`config.mk`:
```
export PLATFORM = sky130hd
export DESIGN_NAME = eti_remap_top
export DESIGN_NICKNAME = d
export VERILOG_FILES = /design/src/eti_pkg.sv /design/src/eti_remap_top.sv
export SDC_FILE = /design/constraint.sdc
export NUM_CORES = 1
export LEC_CHECK = 0
export BUFFER_PORTS_ARGS = -buffer_cell sky130_fd_sc_hd__buf_2
export CAP_MARGIN = 20
export CORE_MARGIN = 8
export CORE_UTILIZATION = 32
export DETAILED_ROUTE_END_ITERATION = 10
export GPL_TIMING_DRIVEN = 0
export PLACE_DENSITY = 0.56
export SKIP_LAST_GASP = 1
export SLEW_MARGIN = 0
export SYNTH_ARGS = -nofsm -noshare
export SYNTH_HDL_FRONTEND = slang
export SYNTH_SLANG_ARGS = --single-unit
```
`constraint.sdc`:
```
create_clock -name clk_sys_in -period 1.88 [get_ports clk_sys_in]
set_clock_uncertainty 0.15 [all_clocks]
set_input_delay 0.188 -clock clk_sys_in [delete_from_list [all_inputs] [get_ports clk_sys_in]]
set_output_delay 0.188 -clock clk_sys_in [all_outputs]
set_load 0.02 [all_outputs]
```
`src/eti_pkg.sv`:
```
`default_nettype none
package eti_pkg;

  // ------------------------------------------------------------------
  // register byte offsets
  // ------------------------------------------------------------------
  localparam logic [7:0] ETI_OFS_EXTI_HI = 8'h00;
  localparam logic [7:0] ETI_OFS_CMP = 8'h04;
  localparam logic [7:0] ETI_OFS_SMALL_TMR = 8'h08;
  localparam logic [7:0] ETI_OFS_MAIN_TMR = 8'h0c;

  // ------------------------------------------------------------------
  // reset values and writable bits (reserved bits hold zero)
  // ------------------------------------------------------------------
  localparam logic [31:0] ETI_RST_EXTI_HI = 32'h0000_0000;
  localparam logic [31:0] ETI_RST_CMP = 32'h0000_0000;
  localparam logic [31:0] ETI_RST_SMALL_TMR = 32'h0000_0000;
  localparam logic [31:0] ETI_RST_MAIN_TMR = 32'h0000_0000;
  localparam logic [31:0] ETI_MSK_EXTI_HI = 32'h0000_ffff;
  localparam logic [31:0] ETI_MSK_CMP = 32'h0c00_0000;
  localparam logic [31:0] ETI_MSK_SMALL_TMR = 32'h0000_0fff;
  localparam logic [31:0] ETI_MSK_MAIN_TMR = 32'h000f_007f;

  // ------------------------------------------------------------------
  // field positions
  // ------------------------------------------------------------------
  localparam int ETI_EXTI15_LSB = 12;
  localparam int ETI_EXTI14_LSB = 8;
  localparam int ETI_EXTI13_LSB = 4;
  localparam int ETI_EXTI12_LSB = 0;
  localparam int ETI_CMP_LSB = 26;
  localparam int ETI_T11_LSB = 8;
  localparam int ETI_T10_LSB = 4;
  localparam int ETI_T9_LSB = 0;
  localparam int ETI_T5CH4_BIT = 19;
  localparam int ETI_T5_LSB = 16;
  localparam int ETI_T2_LSB = 4;
  localparam int ETI_T1_LSB = 0;

  // ------------------------------------------------------------------
  // field codes
  // ------------------------------------------------------------------
  localparam logic [3:0] ETI_PORT_A = 4'h0;
  localparam logic [3:0] ETI_PORT_B = 4'h1;
  localparam logic [3:0] ETI_PORT_C = 4'h2;
  localparam logic [3:0] ETI_PORT_D = 4'h3;
  localparam logic [3:0] ETI_PORT_F = 4'h4;
  localparam logic [1:0] ETI_CMP_PA0_PA2 = 2'h0;
  localparam logic [1:0] ETI_CMP_PA6_PA7 = 2'h1;
  localparam logic [1:0] ETI_CMP_PA11_PA12 = 2'h2;
  localparam logic [3:0] ETI_SMALL_ALT = 4'h2;
  localparam logic [2:0] ETI_T5_ALT = 3'h1;
  localparam logic [3:0] ETI_T1_SET0 = 4'h0;
  localparam logic [3:0] ETI_T1_SET1 = 4'h1;
  localparam logic [3:0] ETI_T1_SET2 = 4'h2;

  // ------------------------------------------------------------------
  // bus responses
  // ------------------------------------------------------------------
  localparam logic [1:0] ETI_RESP_OKAY = 2'h0;
  localparam logic [1:0] ETI_RESP_SLVERR = 2'h2;

  // ------------------------------------------------------------------
  // carriers
  // ------------------------------------------------------------------
  typedef struct packed {
    logic [15:0] pf;
    logic [15:0] pd;
    logic [15:0] pc;
    logic [15:0] pb;
    logic [15:0] pa;
  } eti_pins_t;

  typedef struct packed {
    logic t1_ext;
    logic [3:0] t1_ch;
    logic t1_brk;
    logic [3:0] t2_ch;
    logic [3:0] t5_ch;
    logic [1:0] t9_ch;
    logic t10_ch1;
    logic t11_ch1;
  } eti_tmr_t;

  typedef struct packed {
    logic [15:0] pa_val;
    logic [15:0] pa_oe;
    logic [15:0] pb_val;
    logic [15:0] pb_oe;
  } eti_drive_t;

endpackage : eti_pkg
`default_nettype wire

```
`src/eti_remap_top.sv`:
```
// Function
// - line 15 source: pin 15 of A,B,C,D,F
// - line 14 source: pin 14 of A,B,C,D,F
// - line 13 source: pin 13 of A,B,C,D,F
// - line 12 source: pin 12 of A,B,C,D,F
// - comparator outputs on PA0/2, PA6/7, PA11/12
// - timer 11 ch1 on PB9 or PA7
// - timer 10 ch1 on PB8 or PA6
// - timer 9 ch1/2 on PA2/3 or PB14/15
// - timer 5 ch4 from PA3 or oscillator
// - timer 5 ch1/2 on PA0/1 or PF4/5
// - timer 2 four pin combinations
// - timer 1 three pin sets
`timescale 1ns/1ps
`default_nettype none
module eti_remap_top #(
  parameter int ADDR_W = 8
) (
  input wire logic clk_sys_in,
  input wire logic rst_b_in,
  input wire logic [ADDR_W-1:0] s_axi_awaddr_in,
  input wire logic s_axi_awvalid_in,
  output logic s_axi_awready_out,
  input wire logic [31:0] s_axi_wdata_in,
  input wire logic [3:0] s_axi_wstrb_in,
  input wire logic s_axi_wvalid_in,
  output logic s_axi_wready_out,
  output logic [1:0] s_axi_bresp_out,
  output logic s_axi_bvalid_out,
  input wire logic s_axi_bready_in,
  input wire logic [ADDR_W-1:0] s_axi_araddr_in,
  input wire logic s_axi_arvalid_in,
  output logic s_axi_arready_out,
  output logic [31:0] s_axi_rdata_out,
  output logic [1:0] s_axi_rresp_out,
  output logic s_axi_rvalid_out,
  input wire logic s_axi_rready_in,
  input wire eti_pkg::eti_pins_t pins_in,
  input wire logic comparator_one_output_in,
  input wire logic comparator_two_output_in,
  input wire logic [2:0] complementary_channel_in,
  input wire logic low_speed_rc_oscillator_in,
  output logic [15:12] ext_irq_line_source_out,
  output eti_pkg::eti_tmr_t timer_inputs_out,
  output eti_pkg::eti_drive_t pin_drive_out
);

  // ------------------------------------------------------------------
  // elaboration checks
  // ------------------------------------------------------------------
  if (ADDR_W < 8 || ADDR_W > 32) begin : g_bad_addr_w
    $error("ADDR_W must lie between 8 and 32");
  end

  // ------------------------------------------------------------------
  // state
  // ------------------------------------------------------------------
  typedef struct packed {
    logic [31:0] exti_src_sel_hi;
    logic [31:0] comparator_out_remap;
    logic [31:0] small_timer_remap;
    logic [31:0] main_timer_remap;
    logic awready;
    logic wready;
    logic bvalid;
    logic arready;
    logic rvalid;
    logic [ADDR_W-1:0] waddr;
    logic [31:0] wdata;
    logic [3:0] wstrb;
    logic [1:0] bresp;
    logic [1:0] rresp;
    logic [31:0] rdata;
    logic [15:12] irq_src;
    eti_pkg::eti_tmr_t tmr;
    eti_pkg::eti_drive_t drv;
  } eti_state_t;

  eti_state_t s_r;
  eti_state_t s_nxt;

  // ------------------------------------------------------------------
  // helpers
  // ------------------------------------------------------------------
  // pin n of the port chosen by a four-bit source code
  function automatic logic eti_pick(input eti_pkg::eti_pins_t p,
                                    input logic [3:0] code,
                                    input int pin);
    logic bit_v;
    bit_v = 1'b0;
    unique case (code)
      eti_pkg::ETI_PORT_A: bit_v = p.pa[pin];
      eti_pkg::ETI_PORT_B: bit_v = p.pb[pin];
      eti_pkg::ETI_PORT_C: bit_v = p.pc[pin];
      eti_pkg::ETI_PORT_D: bit_v = p.pd[pin];
      eti_pkg::ETI_PORT_F: bit_v = p.pf[pin];
      // reserved codes feed no pin, so the line stays quiet
      default: bit_v = 1'b0;
    endcase
    return bit_v;
  endfunction : eti_pick

  // byte-lane merge that never lets reserved bits change
  function automatic logic [31:0] eti_merge(input logic [31:0] old_v,
                                            input logic [31:0] data,
                                            input logic [3:0] strb,
                                            input logic [31:0] mask);
    logic [31:0] lane;
    lane = {{8{strb[3]}}, {8{strb[2]}}, {8{strb[1]}}, {8{strb[0]}}};
    return (old_v & ~(lane & mask)) | (data & lane & mask);
  endfunction : eti_merge

  // aligned word address of a byte address
  function automatic logic [ADDR_W-1:0] eti_word(input logic [ADDR_W-1:0] a);
    return {a[ADDR_W-1:2], 2'b00};
  endfunction : eti_word

  localparam logic [ADDR_W-1:0] A_EXTI = ADDR_W'(eti_pkg::ETI_OFS_EXTI_HI);
  localparam logic [ADDR_W-1:0] A_CMP = ADDR_W'(eti_pkg::ETI_OFS_CMP);
  localparam logic [ADDR_W-1:0] A_SMALL = ADDR_W'(eti_pkg::ETI_OFS_SMALL_TMR);
  localparam logic [ADDR_W-1:0] A_MAIN = ADDR_W'(eti_pkg::ETI_OFS_MAIN_TMR);

  // ------------------------------------------------------------------
  // next state: bus slave and routing
  // ------------------------------------------------------------------
  always_comb begin
    logic [3:0] t11;
    logic [3:0] t10;
    logic [3:0] t9;
    logic [2:0] t5;
    logic [2:0] t2;
    logic [3:0] t1;
    logic [1:0] cmp;
    logic [31:0] ex;
    s_nxt = s_r;
    ex = s_r.exti_src_sel_hi;
    cmp = s_r.comparator_out_remap[eti_pkg::ETI_CMP_LSB +: 2];
    t11 = s_r.small_timer_remap[eti_pkg::ETI_T11_LSB +: 4];
    t10 = s_r.small_timer_remap[eti_pkg::ETI_T10_LSB +: 4];
    t9 = s_r.small_timer_remap[eti_pkg::ETI_T9_LSB +: 4];
    t5 = s_r.main_timer_remap[eti_pkg::ETI_T5_LSB +: 3];
    t2 = s_r.main_timer_remap[eti_pkg::ETI_T2_LSB +: 3];
    t1 = s_r.main_timer_remap[eti_pkg::ETI_T1_LSB +: 4];

    // write address and data are taken independently
    if (s_r.awready && s_axi_awvalid_in) begin
      s_nxt.awready = 1'b0;
      s_nxt.waddr = s_axi_awaddr_in;
    end
    if (s_r.wready && s_axi_wvalid_in) begin
      s_nxt.wready = 1'b0;
      s_nxt.wdata = s_axi_wdata_in;
      s_nxt.wstrb = s_axi_wstrb_in;
    end
    // both halves held: commit and answer; masks keep reserved bits at 0
    if (!s_r.awready && !s_r.wready && !s_r.bvalid) begin
      s_nxt.bvalid = 1'b1;
      s_nxt.bresp = eti_pkg::ETI_RESP_OKAY;
      unique case (eti_word(s_r.waddr))
        A_EXTI: s_nxt.exti_src_sel_hi = eti_merge(s_r.exti_src_sel_hi,
          s_r.wdata, s_r.wstrb, eti_pkg::ETI_MSK_EXTI_HI);
        A_CMP: s_nxt.comparator_out_remap = eti_merge(
          s_r.comparator_out_remap, s_r.wdata, s_r.wstrb,
          eti_pkg::ETI_MSK_CMP);
        A_SMALL: s_nxt.small_timer_remap = eti_merge(s_r.small_timer_remap,
          s_r.wdata, s_r.wstrb, eti_pkg::ETI_MSK_SMALL_TMR);
        A_MAIN: s_nxt.main_timer_remap = eti_merge(s_r.main_timer_remap,
          s_r.wdata, s_r.wstrb, eti_pkg::ETI_MSK_MAIN_TMR);
        default: s_nxt.bresp = eti_pkg::ETI_RESP_SLVERR;
      endcase
    end
    // both channels reopen only once the response is gone
    if (s_r.bvalid && s_axi_bready_in) begin
      s_nxt.bvalid = 1'b0;
      s_nxt.awready = 1'b1;
      s_nxt.wready = 1'b1;
    end

    // reads answer one cycle after the address; write-only reads as zero
    if (s_r.arready && s_axi_arvalid_in) begin
      s_nxt.arready = 1'b0;
      s_nxt.rvalid = 1'b1;
      s_nxt.rresp = eti_pkg::ETI_RESP_OKAY;
      s_nxt.rdata = 32'h0000_0000;
      unique case (eti_word(s_axi_araddr_in))
        A_EXTI: s_nxt.rdata = s_r.exti_src_sel_hi;
        A_CMP: s_nxt.rdata = 32'h0000_0000;
        A_SMALL: s_nxt.rdata = s_r.small_timer_remap;
        A_MAIN: s_nxt.rdata = s_r.main_timer_remap;
        default: s_nxt.rresp = eti_pkg::ETI_RESP_SLVERR;
      endcase
    end
    if (s_r.rvalid && s_axi_rready_in) begin
      s_nxt.rvalid = 1'b0;
      s_nxt.arready = 1'b1;
    end

    // interrupt line sources, from the registers as they stand now
    s_nxt.irq_src[15] = eti_pick(pins_in,
      ex[eti_pkg::ETI_EXTI15_LSB +: 4], 15);
    s_nxt.irq_src[14] = eti_pick(pins_in,
      ex[eti_pkg::ETI_EXTI14_LSB +: 4], 14);
    s_nxt.irq_src[13] = eti_pick(pins_in,
      ex[eti_pkg::ETI_EXTI13_LSB +: 4], 13);
    s_nxt.irq_src[12] = eti_pick(pins_in,
      ex[eti_pkg::ETI_EXTI12_LSB +: 4], 12);

    // undefined timer codes fall back to the reset pin set
    s_nxt.tmr.t11_ch1 = (t11 == eti_pkg::ETI_SMALL_ALT) ?
      pins_in.pa[7] : pins_in.pb[9];
    s_nxt.tmr.t10_ch1 = (t10 == eti_pkg::ETI_SMALL_ALT) ?
      pins_in.pa[6] : pins_in.pb[8];
    s_nxt.tmr.t9_ch = (t9 == eti_pkg::ETI_SMALL_ALT) ?
      pins_in.pb[15:14] : pins_in.pa[3:2];
    s_nxt.tmr.t5_ch[1:0] = (t5 == eti_pkg::ETI_T5_ALT) ?
      pins_in.pf[5:4] : pins_in.pa[1:0];
    s_nxt.tmr.t5_ch[2] = pins_in.pa[2];
    s_nxt.tmr.t5_ch[3] = s_r.main_timer_remap[eti_pkg::ETI_T5CH4_BIT] ?
      low_speed_rc_oscillator_in : pins_in.pa[3];

    // timer 2: low bit moves ch1/ch2, next bit moves ch3/ch4
    if (t2[2]) begin
      t2 = 3'h0;
    end
    s_nxt.tmr.t2_ch[0] = t2[0] ? pins_in.pa[15] : pins_in.pa[0];
    s_nxt.tmr.t2_ch[1] = t2[0] ? pins_in.pb[3] : pins_in.pa[1];
    s_nxt.tmr.t2_ch[3:2] = t2[1] ?
      pins_in.pb[11:10] : pins_in.pa[3:2];

    // timer 1 inputs, and its complementary outputs onto pins
    s_nxt.drv = '0;
    if (t1 == eti_pkg::ETI_T1_SET2) begin
      s_nxt.tmr.t1_ext = pins_in.pa[0];
      s_nxt.tmr.t1_ch = pins_in.pc[9:6];
    end else begin
      s_nxt.tmr.t1_ext = pins_in.pa[12];
      s_nxt.tmr.t1_ch = pins_in.pa[11:8];
    end
    if (t1 == eti_pkg::ETI_T1_SET1 || t1 == eti_pkg::ETI_T1_SET2) begin
      s_nxt.tmr.t1_brk = pins_in.pa[6];
      s_nxt.drv.pa_val[7] = complementary_channel_in[0];
      s_nxt.drv.pa_oe[7] = 1'b1;
      s_nxt.drv.pb_val[1:0] = complementary_channel_in[2:1];
      s_nxt.drv.pb_oe[1:0] = 2'h3;
    end else begin
      s_nxt.tmr.t1_brk = pins_in.pb[12];
      s_nxt.drv.pb_val[15:13] = complementary_channel_in;
      s_nxt.drv.pb_oe[15:13] = 3'h7;
    end

    // comparator outputs; a pin shared with timer 1 is OR-ed, not fought
    unique case (cmp)
      eti_pkg::ETI_CMP_PA0_PA2: begin
        s_nxt.drv.pa_val[0] = comparator_one_output_in;
        s_nxt.drv.pa_val[2] = comparator_two_output_in;
        s_nxt.drv.pa_oe[0] = 1'b1;
        s_nxt.drv.pa_oe[2] = 1'b1;
      end
      eti_pkg::ETI_CMP_PA6_PA7: begin
        s_nxt.drv.pa_val[6] = comparator_one_output_in;
        s_nxt.drv.pa_val[7] = s_nxt.drv.pa_val[7] |
          comparator_two_output_in;
        s_nxt.drv.pa_oe[6] = 1'b1;
        s_nxt.drv.pa_oe[7] = 1'b1;
      end
      eti_pkg::ETI_CMP_PA11_PA12: begin
        s_nxt.drv.pa_val[11] = comparator_one_output_in;
        s_nxt.drv.pa_val[12] = comparator_two_output_in;
        s_nxt.drv.pa_oe[11] = 1'b1;
        s_nxt.drv.pa_oe[12] = 1'b1;
      end
      // reserved code: comparators reach no pin
      default: begin
      end
    endcase
  end

  // ------------------------------------------------------------------
  // state register
  // ------------------------------------------------------------------
  always_ff @(posedge clk_sys_in or negedge rst_b_in) begin
    if (!rst_b_in) begin
      s_r <= '0;
      s_r.exti_src_sel_hi <= eti_pkg::ETI_RST_EXTI_HI;
      s_r.comparator_out_remap <= eti_pkg::ETI_RST_CMP;
      s_r.small_timer_remap <= eti_pkg::ETI_RST_SMALL_TMR;
      s_r.main_timer_remap <= eti_pkg::ETI_RST_MAIN_TMR;
      s_r.awready <= 1'b1;
      s_r.wready <= 1'b1;
      s_r.arready <= 1'b1;
    end else begin
      s_r <= s_nxt;
    end
  end

  // ------------------------------------------------------------------
  // outputs, all straight from the state register
  // ------------------------------------------------------------------
  assign s_axi_awready_out = s_r.awready;
  assign s_axi_wready_out = s_r.wready;
  assign s_axi_bvalid_out = s_r.bvalid;
  assign s_axi_bresp_out = s_r.bresp;
  assign s_axi_arready_out = s_r.arready;
  assign s_axi_rvalid_out = s_r.rvalid;
  assign s_axi_rresp_out = s_r.rresp;
  assign s_axi_rdata_out = s_r.rdata;
  assign ext_irq_line_source_out = s_r.irq_src;
  assign timer_inputs_out = s_r.tmr;
  assign pin_drive_out = s_r.drv;

endmodule : eti_remap_top
`default_nettype wire

```
==> run summary, run 1 <==
Die ar. -> 25110 µm²
Root Driver -> clkbuf_16
Worst setup SP type -> flip-flop
Clock Latency Late Sink -> 0.41 ns
clock buffer count from CTS -> 17
Filler cells -> 1825
site row count -> 52
placed instance area -> 7878 µm²
Starting Density -> 32.30%
RSZ-0062 raised after global routing -> true
Die Ht -> 158.5 µm
CP endpoint kind -> flip-flop
vias -> 4485
Core Region -> 20100 µm²
Pwr Density -> 1245 nW/µm²
dpl cells -> 983
Yosys reg bits -> 139
max_slew headroom -> 55.66%
Max VDD drop -> 0.6481 mV
GRT overflow -> 0
post-route cell area -> 9450 µm²
Yosys Warn Count -> 0
Syn Inst Count -> 496
Syn Area/Cell -> 13.09 µm²
Worst Hold Class -> input pin to flip-flop
Setup WS post-layout -> 0.05076 ns
per-cell routed wire length -> 14.95 µm
status -> complete, no violations
MaxCap Viol Count -> 0
Leak Pwr -> 4.805 nW
fmax -> 546.7 MHz
Cell Area, Synth -> 6494 µm²
Total Nets Final -> 963
Tmin final -> 1.829 ns
clock net sink count -> 139
Max Transition Viols Final -> 0
Area growth, synth to finish -> 45.53%
CP Class -> flip-flop to flip-flop
IO buf count -> 161
sequential area share after synthesis -> 53.62%
Post-DP HPWL -> 11980 µm
vias in the first global route -> 4851
Post-synth EDFFs -> 0
gr usage total -> 13.15%
Final Non-Filler Cells -> 1101
Primary FF master, synth -> dfrtp_1
DRC viols -> 0
initial antenna violation count -> 0
pre-CTS setup slack -> -0.2334 ns
htree depth -> 4
proportion of layout cells with a drive suffix above 1 -> 52.83%
Synth cell types -> 41
drt first pass iters -> 4
setup TNS -> 0 ns
Async S/R FF share, synth -> 100.0%
# diodes -> 0
total power -> 0.01177 W
# setup viols final -> 0
clock-pin slew on the worst setup and hold paths -> 0.06 ns
clock tree from TritonCTS -> done
Max Buffers Root-to-Sink -> 2
DRT Wirelength -> 16470 µm
DRT iter0 DRCs -> 148
first-pass GRT wire length -> 25300 µm
WP data arrival -> 1.97 ns
GPL Wtd Cong -> 0.7191
antenna-violating nets left -> 0
crit-path max FO -> 8
Required @ worst endpoint -> 2.02 ns
Die Wd -> 158.5 µm
Hold Vio Cnt, Final -> 0
DR vias/cell -> 4.074
Slew @ Worst Pin -> 0.6634 ns
largest net degree at the start of global routing -> 74
Tcrit/Tclk final -> 97.30%
Boundary Pins -> 272
## worst paths after layout
path                       cells after the start  slack (ns)                                     to            startpoint
max in group asynchronous                      3        0.55           s_axi_wready_out$_DFFE_PN1P_              rst_b_in
max reg2reg                                    5        0.05                              flip-flop  s_r[163]$_DFFE_PN0P_
max                                            5        0.05                              flip-flop  s_r[163]$_DFFE_PN0P_
min reg2reg                                    1        0.33  ext_irq_line_source_out[13]$_DFF_PN0_             flip-flop
min                                            4        0.06  ext_irq_line_source_out[12]$_DFF_PN0_           pins_in[44]
min in group asynchronous                      2        0.19  ext_irq_line_source_out[13]$_DFF_PN0_              rst_b_in
## timing repair
action,CTS,global route
hold endpoints to repair,135,0
hold buffers,80,0
gates resized for setup,6,11
endpoints found under the setup margin,41,32
cloned,0,0
pin swaps,2,1
setup buffers,4,2
## per-stage QoR
step	utilization, %	hold slack, ns
global route	47.01	0.04491
detailed placement	39.18	0.08284
global placement	39.02	0.1918
finish	47.01	0.06330
CTS	46.73	0.04673
floorplan	-	-0.2576
## area by class of cell
class / instances / area, µm² / area share [%]
multi-input combinational: 275 / 2297 / 24.31
clock buffer: 20 / 466.7 / 4.938
sequential: 139 / 3482 / 36.85
tap: 270 / 337.8 / 3.575
timing repair buffer: 248 / 1689 / 17.87
inverter: 5 / 18.77 / 0.1986
buffer: 132 / 973.4 / 10.30
clock inverter: 12 / 185.2 / 1.959
## cell families after synthesis
| family | Yosys count | share of synthesized area (%) |
|---|---|---|
| xor gates and xnor gates | 1 | 0.1349 |
| other | 1 | 0.05775 |
| AOI/OAI and AO/OA | 41 | 4.798 |
| DFF | 139 | 53.62 |
| and+or+nand+nor | 65 | 7.206 |
| buffers and inverters | 137 | 15.16 |
| muxes | 112 | 19.02 |
## cell usage after synthesis, types with 2 or more instances
master / n / area share [%]
o21ai_0: 4 / 0.31
a21o_1: 2 / 0.23
o32a_1: 3 / 0.46
buf_2: 4 / 0.31
mux2_2: 91 / 16
dfrtp_1: 136 / 52
clkbuf_1: 4 / 0.23
nor2b_1: 4 / 0.39
dfstp_2: 3 / 1.2
nor4_2: 2 / 0.39
nor4b_1: 4 / 0.54
a22o_1: 16 / 2.2
o21ai_1: 5 / 0.39
and2_1: 13 / 1.3
mux2i_1: 21 / 3.2
nand2_1: 10 / 0.58
buf_4: 124 / 14
a21oi_1: 4 / 0.31
nand4_1: 2 / 0.19
nand3_1: 3 / 0.23
nor2_1: 6 / 0.35
o2bb2ai_1: 7 / 0.94
nand2b_1: 5 / 0.48
inv_1: 5 / 0.29
nor3_2: 2 / 0.31
## metal layers
metal | up-vias | track usage, % | routed length, µm
met5 | - | 0 | 0
met4 | 0 | 4.131 | 206
met3 | 9 | 4.859 | 1575
met2 | 153 | 21.76 | 7715
met1 | 2131 | 15.61 | 6967
li1 | 2192 | - | -
## critical path, cell delays in order (launching register included)
cell     delay [ns]
dfrtp_1        0.40
nor4_4         0.29
buf_6          0.16
and4b_1        0.21
buf_6          0.18
mux2_4         0.31
## cell usage in the layout (no fill, tap or decap), drive strengths merged, types with 6 or more instances in the layout
| master | instances |
|---|---|
| inv | 8 |
| mux2 | 91 |
| conb | 56 |
| clkbuf | 24 |
| buf | 296 |
| and2 | 13 |
| o2bb2ai | 7 |
| o21ai | 9 |
| dlygate4sd3 | 80 |
| nand2 | 10 |
| nor2 | 6 |
| mux2i | 21 |
| a22o | 16 |
| dfrtp | 136 |
## power breakdown
group | switching, W | leakage, nW | total, W | internal [W]
Sequential | 0.000734 | 1.77 | 0.00468 | 0.00395
Clock | 0.00130 | 0.318 | 0.00365 | 0.00235
Combinational | 0.00152 | 2.72 | 0.00344 | 0.00191
No activity file was read; power rests on OpenSTA's default activity.
==> run 2: changes to the inputs <==
- REMOVE_ABC_BUFFERS: default -> 1
==> run summary, run 2 (same netlist as run 1, synthesis figures left out) <==
vias -> 4160
initial antenna violation count -> 3
Die ar. -> 25110 µm²
clock share of power -> 32.4%
Worst R2R Setup Slack -> 0.01 ns
clock buffer count from CTS -> 17
Met3 Routed Length -> 889 µm
DR vias/cell -> 4.284
Boundary Pins -> 272
proportion of layout cells with a drive suffix above 1 -> 44.64%
Post-DP HPWL -> 11890 µm
Core Region -> 20100 µm²
DRT Wirelength -> 16290 µm
most frequent cells in the layout -> 161 x buf_2, 135 x dfrtp_1, 91 x mux2_2, 80 x dlygate4sd3_1, 56 x conb_1
Starting Density -> 32.30%
commonest non-fill, non-tap cell in the layout -> buf_2
sequential power share -> 41.2%
Worst Hold Class -> input pin to flip-flop
Worst Hold Launch -> pins_in[44]
Switching Fraction -> 30.47%
P_sw -> 0.003443 W
Top Metal Used -> met5
Max Buffers Root-to-Sink -> 2
Max Transition Viols Final -> 0
# setup viols final -> 0
Pint -> 0.007854 W
RSZ-0062 raised after global routing -> true
Slew @ Worst Pin -> 0.6696 ns
DRT iter0 DRCs -> 177
WP data arrival -> 2.01 ns
Min Hold Slack -> 0.07407 ns
reg2reg path depth -> 4
Pwr Density -> 1329 nW/µm²
clock net sink count -> 139
Clock Latency Late Sink -> 0.41 ns
Root Driver -> clkbuf_16
first-pass GRT wire length -> 24760 µm
htree depth -> 4
MaxCap Viol Count -> 0
Filler cells -> 1915
Hold Vio Cnt, Final -> 0
drt first pass iters -> 4
per-cell routed wire length -> 16.78 µm
CP endpoint kind -> flip-flop
post-route cell area -> 8498 µm²
largest net degree at the start of global routing -> 88
r2r startpoint -> s_r[163]$_DFFE_PN0P_
Max VDD drop -> 0.5687 mV
placed instance area -> 6919 µm²
GRT overflow -> 0
Total Nets Final -> 831
crit-path max FO -> 8
WL met1 -> 6458 µm
clock-pin slew on the worst setup and hold paths -> 0.06 ns
antenna-violating nets left -> 0
fmax -> 535.6 MHz
Leak Pwr -> 4.143 nW
WHS Path Cells -> 4
status -> complete, no violations
site row count -> 52
hold endpoint -> ext_irq_line_source_out[12]$_DFF_PN0_
Die Wd -> 158.5 µm
Tmin final -> 1.867 ns
Worst setup SP type -> flip-flop
DRC viols -> 0
Die Ht -> 158.5 µm
CP Class -> flip-flop to flip-flop
Required @ worst endpoint -> 2.02 ns
GPL Wtd Cong -> 0.7403
IO buf count -> 162
Tcrit/Tclk final -> 99.32%
met2 WL -> 8553 µm
Comb power frac -> 26.3%
clock tree from TritonCTS -> done
Area growth, synth to finish -> 30.87%
max_slew headroom -> 55.24%
gr usage total -> 13.05%
vias in the first global route -> 4534
==> run 2: cell count changes in the layout (fill, tap and decap cells not counted), moves of 2 or more <==
cell        delta
mux2_4         -8
buf_4        -124
buf_6          -2
clkinv_4       -2
nand2_4        +2
mux2_2         +8
diode_2        +2
inv_6          -3
clkinvlp_4     +2
buf_2          -3
nand2_1        -2
clkbuf_1       -2
==> run 2: power by group through the flow <==
stage | Combinational, W | Sequential (W) | Clock [W]
global placement | 0.00265 | 0.00462 | 0
CTS | 0.00299 | 0.00466 | 0.00376
floorplan | 0.00142 | 0.00492 | 0
global route | 0.00322 | 0.00481 | 0.00390
finish | 0.00297 | 0.00466 | 0.00366
detailed placement | 0.00272 | 0.00468 | 0
==> run 2: routing by layer <==
metal	vias to the layer above	track usage [%]
li1	1936	-
met5	-	0
met4	2	5.433
met3	22	3.664
met1	2081	15.12
met2	119	22.31
==> run 2: final cells by class <==
cell class,instances,area [µm²],area share [%]
diodes,2,5.005,0.05889
clock buffers,21,460.4,5.418
clock inverters,11,191.4,2.253
inverters,5,18.77,0.2208
multi-input cells,275,2302,27.09
flip-flops and latches,139,3483,40.99
well taps,270,337.8,3.975
repair buffers,248,1699,19.99
==> run 2: critical path, stage by stage (launching register included) <==
cell and delay [ns]:
dfrtp_1 0.40, nor4_4 0.28, buf_6 0.17, and4b_4 0.37, mux2_2 0.37
==> run 2: per-stage QoR <==
stage          total power (W)  utilization [%]  instances  TNS [ns]  setup slack [ns]
2_1_floorplan         0.006338                -        419   -0.2399          -0.02998
3_3_place_gp          0.007275            34.24        851   -211.56            -1.383
3_5_place_dp          0.007405            34.42        852    -14.13           -0.5453
4_1_cts                0.01141            42.08        967   -0.2944          -0.02769
5_1_grt                0.01193            42.27        971   -0.2702          -0.03177
6_report               0.01130            42.27        971         0           0.01286
==> run 2: worst max path at each step <==
stage / start / cells past startpoint / endpoint / slack, ns
after floorplan: s_axi_bvalid_out$_DFFE_PN0P_ / 3 / flip-flop / -0.03
after global placement: rst_b_in / 1 / s_r[152]$_DFFE_PN0P_ / -1.38
after detailed placement: s_axi_arready_out$_DFFE_PN1P_ / 3 / s_axi_rdata_out[15]$_DFFE_PN0P_ / -0.55
after CTS: s_axi_wready_out$_DFFE_PN1P_ / 2 / s_r[135]$_DFFE_PN0P_ / -0.03
after global routing: s_axi_bvalid_out$_DFFE_PN0P_ / 3 / flip-flop / -0.03
final: s_r[163]$_DFFE_PN0P_ / 4 / flip-flop / 0.01
==> run 2: timing repair <==
item / CTS / global route
setup buffers: 3 / 2
pin swaps: 3 / 4
endpoints found under the setup margin: 62 / 68
resized for setup: 10 / 5
gates cloned: 0 / 0
hold buffers: 80 / 0
hold endpoints to repair: 122 / 0
